`src/rtl/ohi_pkg.sv`:
```
// constants, types and carriers for the display host interface
// assumes a single 10 MHz clock; every pin is synchronised before use
package ohi_pkg;

  // bus mode from the two strap pins {strap_high, strap_low}
  typedef enum logic [1:0] {MODE_SPI, MODE_I2C, MODE_6800, MODE_8080} ohi_mode_e;

  // i2c transfer phases
  typedef enum logic [1:0] {I2C_IDLE, I2C_ADDR, I2C_CTRL, I2C_DATA} ohi_i2c_e;

  // strap codes, {bus_strap_high, bus_strap_low}
  localparam logic [1:0] STRAP_SPI = 2'h0;
  localparam logic [1:0] STRAP_I2C = 2'h1;
  localparam logic [1:0] STRAP_6800 = 2'h2;
  localparam logic [1:0] STRAP_8080 = 2'h3;

  // positions in the synchronised pin vector
  localparam int SY_CS = 0;
  localparam int SY_RST = 1;
  localparam int SY_DC = 2;
  localparam int SY_RW = 3;
  localparam int SY_ERD = 4;
  localparam int SY_BSL = 5;
  localparam int SY_BSH = 6;
  localparam int SY_D0 = 7;
  localparam int SY_W = 15;
  // idle pin levels: selects off, reset released, strobes idle, data lines high
  localparam logic [14:0] SY_RESET = 15'h7F8B;

  // cycles for the filter to settle before straps are trusted
  localparam logic [1:0] SETTLE_CYC = 2'h3;

  // serial pin roles on the data bus
  localparam int PIN_SCLK = 0;
  localparam int PIN_SERIAL_DATA_IN = 1;
  localparam int PIN_SDA_OUT = 2;
  localparam logic [7:0] SDA_OUT_OE = 8'h04;
  localparam logic [7:0] BUS_ALL = 8'hFF;
  localparam logic [7:0] BUS_NONE = 8'h00;

  // bit counts
  localparam logic [3:0] SPI_LAST_BIT = 4'h7;
  localparam logic [3:0] I2C_BYTE_BITS = 4'h8;

  // i2c slave address upper six bits, low bit from the address select pin
  localparam logic [5:0] I2C_ADDR_HI = 6'h1E;
  // control byte fields
  localparam int CTRL_CO_BIT = 7;
  localparam int CTRL_DC_BIT = 6;

  // one received byte handed to the core
  typedef struct packed {
    logic valid;
    logic is_data;
    logic [7:0] data;
  } ohi_write_s;

endpackage

```
`src/rtl/ohi_host_if.sv`:
```
// host port of a display controller: 6800, 8080, 4-wire serial and i2c
// assumes static straps and a core that accepts one write per cycle
`timescale 1ns/100ps
module ohi_host_if
  import ohi_pkg::*;
(
  input wire logic clk,
  input wire logic reset,
  input wire logic cs_n,
  input wire logic reset_in_n,
  input wire logic dc_sel,
  input wire logic rw_wr_n,
  input wire logic e_rd_n,
  input wire logic bus_strap_low,
  input wire logic bus_strap_high,
  input wire logic [7:0] host_data_bus_in,
  output logic [7:0] host_data_bus_out,
  output logic [7:0] host_data_bus_oe,
  input wire logic [7:0] rd_data,
  output logic rd_start,
  output ohi_write_s host_wr,
  output logic chip_init,
  output ohi_mode_e bus_mode
);

  // whole state of the port
  typedef struct packed {
    logic locked; // straps taken, filter settled
    logic [1:0] settle; // settle counter
    ohi_mode_e mode; // latched bus type
    logic e_p; // previous enable / read strobe
    logic rw_p; // previous direction / write strobe
    logic sclk_p; // previous serial clock
    logic sdi_p; // previous serial data
    logic rd_active; // parallel read in progress
    logic wr_pending; // parallel write strobe open
    logic [7:0] dout; // bus drive value
    logic [7:0] doe; // bus drive enables
    logic [3:0] bitcnt; // serial bit counter
    logic [7:0] shift; // serial shift register
    ohi_i2c_e iph; // i2c phase
    logic ack; // i2c acknowledge driven
    logic co; // continuation_bit of last control byte
    logic dc_ctl; // data/command from last control byte
    ohi_write_s wr; // byte to the core
    logic rd_start; // read start pulse
    logic init; // chip initialisation level
  } ohi_state_s;

  ohi_state_s st_reg;
  ohi_state_s st_next;
  logic [SY_W-1:0] pins_raw;
  logic [SY_W-1:0] f;

  // every pin passes the synchroniser, data bus included
  assign pins_raw = {host_data_bus_in, bus_strap_high, bus_strap_low, e_rd_n, rw_wr_n, dc_sel, reset_in_n, cs_n};

  ohi_sync #(.W(SY_W), .RST(SY_RESET)) u_sync (
    .clk(clk),
    .reset(reset),
    .pin_in(pins_raw),
    .pin_filt(f)
  );

  // filtered pin views
  logic cs_act;
  logic rst_ok;
  logic dc;
  logic rw;
  logic e;
  logic sclk;
  logic sdi;
  logic [7:0] d;
  logic [1:0] strap;
  assign cs_act = ~f[SY_CS];
  assign rst_ok = f[SY_RST];
  assign dc = f[SY_DC];
  assign rw = f[SY_RW];
  assign e = f[SY_ERD];
  assign d = f[SY_D0 +: 8];
  assign sclk = d[PIN_SCLK];
  assign sdi = d[PIN_SERIAL_DATA_IN];
  assign strap = {f[SY_BSH], f[SY_BSL]};

  // edges against last cycle's filtered levels
  logic e_rise;
  logic e_fall;
  logic rw_rise;
  logic rw_fall;
  logic sclk_rise;
  logic sclk_fall;
  logic scl_hi;
  logic i2c_match;
  assign e_rise = e & ~st_reg.e_p;
  assign e_fall = ~e & st_reg.e_p;
  assign rw_rise = rw & ~st_reg.rw_p;
  assign rw_fall = ~rw & st_reg.rw_p;
  assign sclk_rise = sclk & ~st_reg.sclk_p;
  assign sclk_fall = ~sclk & st_reg.sclk_p;
  assign scl_hi = sclk & st_reg.sclk_p;
  // address byte: six fixed bits, lsb from select pin, write only
  assign i2c_match = (st_reg.shift[7:2] == I2C_ADDR_HI) && (st_reg.shift[1] == dc) && !st_reg.shift[0];

  // strap decode
  function automatic ohi_mode_e strap_mode(input logic [1:0] s);
    unique case (s)
      STRAP_SPI: strap_mode = MODE_SPI;
      STRAP_I2C: strap_mode = MODE_I2C;
      STRAP_6800: strap_mode = MODE_6800;
      default: strap_mode = MODE_8080;
    endcase
  endfunction

  // next state of the whole port
  always_comb begin
    st_next = st_reg;
    st_next.wr.valid = 1'b0;
    st_next.rd_start = 1'b0;
    st_next.e_p = e;
    st_next.rw_p = rw;
    st_next.sclk_p = sclk;
    st_next.sdi_p = sdi;
    st_next.init = ~rst_ok;
    if (!rst_ok) begin
      // chip initialisation: drop everything and re-read straps
      st_next.locked = 1'b0;
      st_next.settle = 2'h0;
      st_next.rd_active = 1'b0;
      st_next.wr_pending = 1'b0;
      st_next.doe = BUS_NONE;
      // a stale read byte must not reach the i2c data half after a mode change
      st_next.dout = BUS_NONE;
      st_next.bitcnt = 4'h0;
      st_next.iph = I2C_IDLE;
      st_next.ack = 1'b0;
    end else if (!st_reg.locked) begin
      // wait for filter, then take the straps once
      if (st_reg.settle == SETTLE_CYC) begin
        st_next.locked = 1'b1;
        st_next.mode = strap_mode(strap);
      end else begin
        st_next.settle = st_reg.settle + 2'h1;
      end
    end else if (!cs_act) begin
      // deselected: abort and release the bus
      st_next.rd_active = 1'b0;
      st_next.wr_pending = 1'b0;
      st_next.doe = BUS_NONE;
      st_next.bitcnt = 4'h0;
      st_next.iph = I2C_IDLE;
      st_next.ack = 1'b0;
    end else begin
      unique case (st_reg.mode)
        MODE_6800: begin
          if (e_rise) begin
            // enable high opens the cycle, direction decides
            if (rw) begin
              st_next.rd_active = 1'b1;
              st_next.dout = rd_data;
              st_next.doe = BUS_ALL;
              st_next.rd_start = 1'b1;
            end else begin
              st_next.wr_pending = 1'b1;
            end
          end else if (e_fall) begin
            // data is taken at the trailing edge, when it is surely stable
            if (st_reg.wr_pending) begin
              st_next.wr = '{valid: 1'b1, is_data: dc, data: d};
            end
            st_next.wr_pending = 1'b0;
            st_next.rd_active = 1'b0;
            st_next.doe = BUS_NONE;
          end
        end
        MODE_8080: begin
          // write strobe low opens a write, rising edge takes the byte
          if (rw_fall) begin
            st_next.wr_pending = 1'b1;
          end else if (rw_rise && st_reg.wr_pending) begin
            st_next.wr = '{valid: 1'b1, is_data: dc, data: d};
            st_next.wr_pending = 1'b0;
          end
          // read strobe low drives the bus until it rises
          if (e_fall) begin
            st_next.rd_active = 1'b1;
            st_next.dout = rd_data;
            st_next.doe = BUS_ALL;
            st_next.rd_start = 1'b1;
          end else if (e_rise) begin
            st_next.rd_active = 1'b0;
            st_next.doe = BUS_NONE;
          end
        end
        MODE_SPI: begin
          // msb first on rising serial clock; select read with the last bit
          if (sclk_rise) begin
            st_next.shift = {st_reg.shift[6:0], sdi};
            if (st_reg.bitcnt == SPI_LAST_BIT) begin
              st_next.wr = '{valid: 1'b1, is_data: dc, data: {st_reg.shift[6:0], sdi}};
              st_next.bitcnt = 4'h0;
            end else begin
              st_next.bitcnt = st_reg.bitcnt + 4'h1;
            end
          end
        end
        MODE_I2C: begin
          if (scl_hi && !sdi && st_reg.sdi_p) begin
            // start or repeated start
            st_next.iph = I2C_ADDR;
            st_next.bitcnt = 4'h0;
            st_next.ack = 1'b0;
            st_next.doe = BUS_NONE;
          end else if (scl_hi && sdi && !st_reg.sdi_p) begin
            // stop
            st_next.iph = I2C_IDLE;
            st_next.ack = 1'b0;
            st_next.doe = BUS_NONE;
          end else if (st_reg.iph != I2C_IDLE) begin
            if (sclk_rise && !st_reg.ack && st_reg.bitcnt < I2C_BYTE_BITS) begin
              st_next.shift = {st_reg.shift[6:0], sdi};
              st_next.bitcnt = st_reg.bitcnt + 4'h1;
            end else if (sclk_fall && st_reg.ack) begin
              // ninth clock over: release data line
              st_next.ack = 1'b0;
              st_next.doe = BUS_NONE;
              st_next.bitcnt = 4'h0;
            end else if (sclk_fall && st_reg.bitcnt == I2C_BYTE_BITS) begin
              // byte complete: pull the output half low to acknowledge
              st_next.ack = 1'b1;
              st_next.dout = BUS_NONE;
              st_next.doe = SDA_OUT_OE;
              unique case (st_reg.iph)
                I2C_ADDR: begin
                  // foreign address or read request: stay silent
                  if (i2c_match) begin
                    st_next.iph = I2C_CTRL;
                  end else begin
                    st_next.iph = I2C_IDLE;
                    st_next.ack = 1'b0;
                    st_next.doe = BUS_NONE;
                  end
                end
                I2C_CTRL: begin
                  st_next.co = st_reg.shift[CTRL_CO_BIT];
                  st_next.dc_ctl = st_reg.shift[CTRL_DC_BIT];
                  st_next.iph = I2C_DATA;
                end
                default: begin
                  // data byte; with continuation set, a control byte follows
                  st_next.wr = '{valid: 1'b1, is_data: st_reg.dc_ctl, data: st_reg.shift};
                  st_next.iph = st_reg.co ? I2C_CTRL : I2C_DATA;
                end
              endcase
            end
          end
        end
      endcase
    end
  end

  // one register for the whole state, constants under reset
  always_ff @(posedge clk or posedge reset) begin
    if (reset) begin
      st_reg <= '{locked: 1'b0, settle: 2'h0, mode: MODE_SPI, e_p: 1'b0, rw_p: 1'b1, sclk_p: 1'b1,
                  sdi_p: 1'b1, rd_active: 1'b0, wr_pending: 1'b0, dout: 8'h00, doe: 8'h00, bitcnt: 4'h0,
                  shift: 8'h00, iph: I2C_IDLE, ack: 1'b0, co: 1'b0, dc_ctl: 1'b0,
                  wr: '{valid: 1'b0, is_data: 1'b0, data: 8'h00}, rd_start: 1'b0, init: 1'b0};
    end else begin
      st_reg <= st_next;
    end
  end

  // outputs straight from the state register
  assign host_data_bus_out = st_reg.dout;
  assign host_data_bus_oe = st_reg.doe;
  assign host_wr = st_reg.wr;
  assign rd_start = st_reg.rd_start;
  assign chip_init = st_reg.init;
  assign bus_mode = st_reg.mode;

  // checks on the driven side
  logic run;
  assign run = st_reg.locked & rst_ok;

  AST_DESEL_RELEASE: assert property (@(posedge clk) disable iff (reset)
    (st_reg.locked && !cs_act) |=> (host_data_bus_oe == 8'h00) ##1 (host_data_bus_oe == 8'h00))
    else $error("bus driven while deselected");

  AST_DESEL_NO_WRITE: assert property (@(posedge clk) disable iff (reset)
    !cs_act |=> !host_wr.valid)
    else $error("write accepted while deselected");

  AST_INIT_LEVEL: assert property (@(posedge clk) disable iff (reset)
    !rst_ok |=> (chip_init && !host_wr.valid && !st_reg.locked))
    else $error("reset pin low did not initialise");

  AST_8080_WRITE_DC: assert property (@(posedge clk) disable iff (reset)
    (run && cs_act && st_reg.mode == MODE_8080 && rw_rise && st_reg.wr_pending)
      |=> (host_wr.valid && host_wr.is_data == $past(dc) && host_wr.data == $past(d)))
    else $error("8080 write lost or data/command wrong");

  AST_6800_READ: assert property (@(posedge clk) disable iff (reset)
    (run && cs_act && st_reg.mode == MODE_6800 && e_rise && rw)
      |=> (rd_start && host_data_bus_oe == 8'hFF && host_data_bus_out == $past(rd_data)))
    else $error("6800 read not driven");

  AST_6800_WRITE: assert property (@(posedge clk) disable iff (reset)
    (run && cs_act && st_reg.mode == MODE_6800 && e_rise && !rw) |=> (st_reg.wr_pending && !rd_start))
    else $error("6800 write taken as read");

  AST_8080_READ: assert property (@(posedge clk) disable iff (reset)
    (run && cs_act && st_reg.mode == MODE_8080 && e_fall) |=> (rd_start && host_data_bus_oe == 8'hFF))
    else $error("8080 read not driven");

  AST_I2C_PIN: assert property (@(posedge clk) disable iff (reset)
    (st_reg.mode == MODE_I2C) |-> ((host_data_bus_oe & 8'hFB) == 8'h00 && host_data_bus_out[2] == 1'b0))
    else $error("i2c drives a pin other than data out");

  AST_STRAP_MAP: assert property (@(posedge clk) disable iff (reset)
    (!st_reg.locked && rst_ok && st_reg.settle == SETTLE_CYC) |=> (bus_mode == strap_mode($past(strap))))
    else $error("bus type does not follow straps");

  AST_I2C_ADDR_ACK: assert property (@(posedge clk) disable iff (reset)
    (run && cs_act && st_reg.mode == MODE_I2C && st_reg.iph == I2C_ADDR && sclk_fall && !st_reg.ack
      && !scl_hi && st_reg.bitcnt == 4'h8) |=> (host_data_bus_oe[2] == $past(i2c_match)))
    else $error("i2c address acknowledge wrong");

  AST_SPI_BYTE: assert property (@(posedge clk) disable iff (reset)
    (run && cs_act && st_reg.mode == MODE_SPI && sclk_rise && st_reg.bitcnt == 4'h7)
      |=> (host_wr.valid && host_wr.data == {$past(st_reg.shift[6:0]), $past(sdi)}))
    else $error("serial byte not delivered");

endmodule

```
`src/rtl/ohi_sync.sv`:
```
// three-stage pin synchroniser with agreement filter
// assumes inputs are asynchronous to clk
`timescale 1ns/100ps
module ohi_sync
  import ohi_pkg::*;
#(
  parameter int W = 1,
  parameter logic [W-1:0] RST = '0
) (
  input wire logic clk,
  input wire logic reset,
  input wire logic [W-1:0] pin_in,
  output logic [W-1:0] pin_filt
);

  // whole state of the synchroniser
  typedef struct packed {
    logic [W-1:0] s1; // first stage, read only by s2
    logic [W-1:0] s2;
    logic [W-1:0] s3;
    logic [W-1:0] filt; // accepted level
  } ohi_sync_s;

  ohi_sync_s st_reg;
  ohi_sync_s st_next;

  // a bit changes only once stages two and three agree
  always_comb begin
    st_next = st_reg;
    st_next.s1 = pin_in;
    st_next.s2 = st_reg.s1;
    st_next.s3 = st_reg.s2;
    st_next.filt = (st_reg.s2 & st_reg.s3) | (st_reg.filt & (st_reg.s2 ^ st_reg.s3));
  end

  // register the state, constants only under reset
  always_ff @(posedge clk or posedge reset) begin
    if (reset) begin
      st_reg <= '{s1: RST, s2: RST, s3: RST, filt: RST};
    end else begin
      st_reg <= st_next;
    end
  end

  assign pin_filt = st_reg.filt;

endmodule
```
`config.mk`:
```
export PLATFORM = sky130hd
export DESIGN_NAME = ohi_host_if
export DESIGN_NICKNAME = d
export VERILOG_FILES = /design/src/rtl/ohi_pkg.sv /design/src/rtl/ohi_host_if.sv /design/src/rtl/ohi_sync.sv
export SDC_FILE = /design/constraint.sdc
export NUM_CORES = 1
export LEC_CHECK = 0
export BUFFER_PORTS_ARGS = -buffer_cell sky130_fd_sc_hd__buf_2
export CAP_MARGIN = 20
export CORE_UTILIZATION = 40
export DETAILED_ROUTE_END_ITERATION = 8
export GPL_ROUTABILITY_DRIVEN = 1
export SYNTH_ARGS = -nofsm -noshare
export SYNTH_HDL_FRONTEND = slang
export SYNTH_SLANG_ARGS = --single-unit
```
`constraint.sdc`:
```
create_clock -name clk -period 4.3 [get_ports clk]
set_input_delay 0.215 -clock clk [delete_from_list [all_inputs] [get_ports clk]]
set_output_delay 0.215 -clock clk [all_outputs]
set_load 0.05 [all_outputs]
```
==> flow_summary.yaml <==
outcome:
  status: "complete, no violations"
logic_synthesis:
  synth_flop_cell: "dfrtp_1"
  yosys-top-cells-count: "dfrtp_1 (62), dfstp_2 (47), nand2_1 (40), buf_4 (28), ha_1 (23)"
  async_reset_ff_frac: 1.00
  syn_nets: 479
  netlist_instances: 431
  synth_area_um2: 4910
  yosysSeqAreaShare: 0.568
  synth_cell_types: 55
  ys_seq_elements: 109
  synth_edf_count: 0
  yosys-top-cells-area: "dfrtp_1 (32%), dfstp_2 (25%), ha_1 (5.9%)"
  yosysMostFrequentCell: "dfrtp_1"
  avgSynthCellArea_um2: 11.4
  yosys_warnings: 0
  synth_top_area_share: 0.316
  yosysTopAreaCell: "dfrtp_1"
timing:
  setup_viol: 0
  max_freq_ghz: 0.381
  finalSetupTns_ns: 0
  grt_setup_unrepaired: "no"
  period_needed_ns: 2.62
  slew_headroom: 0.369
  worstMarginPinSlew_ns: 0.939
  fin_crit_sh: 0.610
  timing.final.max_slew_violations: 0
  hold_viol: 0
  finalClockSkew_ns: 0.00698
  worst_hold_slack_ns: 0.0784
global_route:
  antenna_found_initial: 0
  grt_first_pass_wirelength_um: 15200
  track_usage: 0.154
  grt.overflow.total: 0
  grt_pass1_vias: 3074
  grt_max_degree: 81
layout:
  fin_cells: 617
  n_fill_cell: 1081
  fin_util: 0.465
  largest_register_ffs: 30
  layout.nets: 513
  drive_above_1_share: 0.304
  areaGrowthSynthToFinish_pct: 13.2
  diodes: 0
detailed_routing:
  drtIter0Drc: 203
  viasPerCell: 5.31
  drc: 0
  wl_per_cell_um: 14.6
  drtPass1Iterations: 4
  drt-total-wl_um: 9030
  postRouteAntennaNets: 0
  via_count: 3275
place:
  port_buffers: 54
  gp_congestion: 0.876
  place_hpwl_um: 6100
  dp.cells: 586
critical_path:
  slowest_delay_ns: 0.73
  critPathBufInv: 1
  crit_chain: "inv_1 > ha_1 > or3b_2 > nor4_2 > a222oi_1 > nor2_1 > mux2_2"
  cp-start-kind: "register"
  crit_family: "simple AND/OR/NAND/NOR gates"
  path_class: "reg -> reg"
  worstSetupEndpointType: "register"
  crit_fanout: 9
  cpMaxStageDelayCell: "nor4_2"
  critPathRequiredTime_ns: 4.59
  crit_arrival_ns: 2.92
clocking:
  clkSinkCount: 109
  cts_resized: 0
  htree_levels: 3
  clk_path_buf_depth: 2
  cts_tree: "done"
  clk_pin_slew_ns: 0.07
  insertion_delay_ns: 0.35
  cts_root_buf: "clkbuf_16"
  cts_made_buffers: 9
die:
  fp.dieW_um: 113
  fp.dieH_um: 113
  dieArea_um2: 12700
  initial_core_util: 0.410
  rows: 40
  num_io_pins: 55
  core_um2: 12000
power_and_ir_drop:
  peakVddDrop_v: 0.000195
  p_leak_nw: 2.56
  finalPower_mw: 2.42
  cellPowerDensity_nw_per_um2: 435
flow_run:
  drv_cap: 0
min_path:
  hold_path.class: "in -> async"
final cells by class:
cell class / instances / area [um^2] / share of cell area
Clock buffer: 11 / 243 / 0.0437
Clock inverter: 5 / 83.8 / 0.0151
Tap cell: 147 / 184 / 0.0331
Sequential cell: 109 / 2790 / 0.501
Inverter: 18 / 70.1 / 0.0126
Timing Repair Buffer: 70 / 428 / 0.0770
Multi-Input combinational cell: 257 / 1760 / 0.317
power breakdown:
group | internal [mW] | switching, mW
clock | 0.527 | 0.363
combinational | 0.127 | 0.199
sequential | 1.11 | 0.0930
timing repair:
| item | 4_1_cts | 5_1_grt |
|---|---|---|
| hold buffers | 15 | 0 |
| hold endpoints to repair | 15 | 0 |
| buffers inserted | 0 | 0 |
through the flow:
step	worst slack, ns	cell area, um^2
final	1.68	5560
after detailed placement	1.72	5080
after CTS	1.71	5560
after floorplan	1.29	4910
after global placement	1.75	5080
after global routing	1.48	5560
worst paths after layout:
check	start	to	slack (ns)	cells after the start
max in group asynchronous	reset	u_sync.pin_filt[1]	3.26	3
min reg2reg	u_sync.st_next[35]	u_sync.st_next[20]	0.35	0
min in group clk	rd_data[7]	host_data_bus_out[7]	0.10	3
max	st_reg[15]	host_wr[0]	1.68	7
min	reset	host_wr[6]	0.08	2
max reg2reg	st_reg[15]	host_wr[0]	1.68	7
per-layer routing:
metal	global-route usage	vias to the layer above	routed length, um
li1	-	1560	-
met1	0.203	1602	4260
met2	0.237	100	4180
met3	0.0348	13	421
met4	0.0844	0	170
met5	0	-	0
cell usage in the layout (no fill, tap or decap), drive strengths merged, types with 17 or more instances in the layout:
cell,synthesis,final
dfrtp,62,62
buf,34,55
dfstp,47,47
nand2,40,40
o21ai,31,31
ha,23,23
nor2,22,22
a21oi,19,19
inv,18,18
mux2,17,17
kinds of logic after synthesis:
group | after synthesis | share of synthesized area
AO/OA/AOI/OAI | 97 | 0.131
XOR/XNOR | 3 | 0.00535
adder cells (fa/ha/maj) | 23 | 0.0586
buffers and inverters | 65 | 0.0734
flip-flops | 109 | 0.568
multiplexers | 19 | 0.0431
AND/OR/NAND/NOR | 115 | 0.121
(Power assumes the default switching activity.)
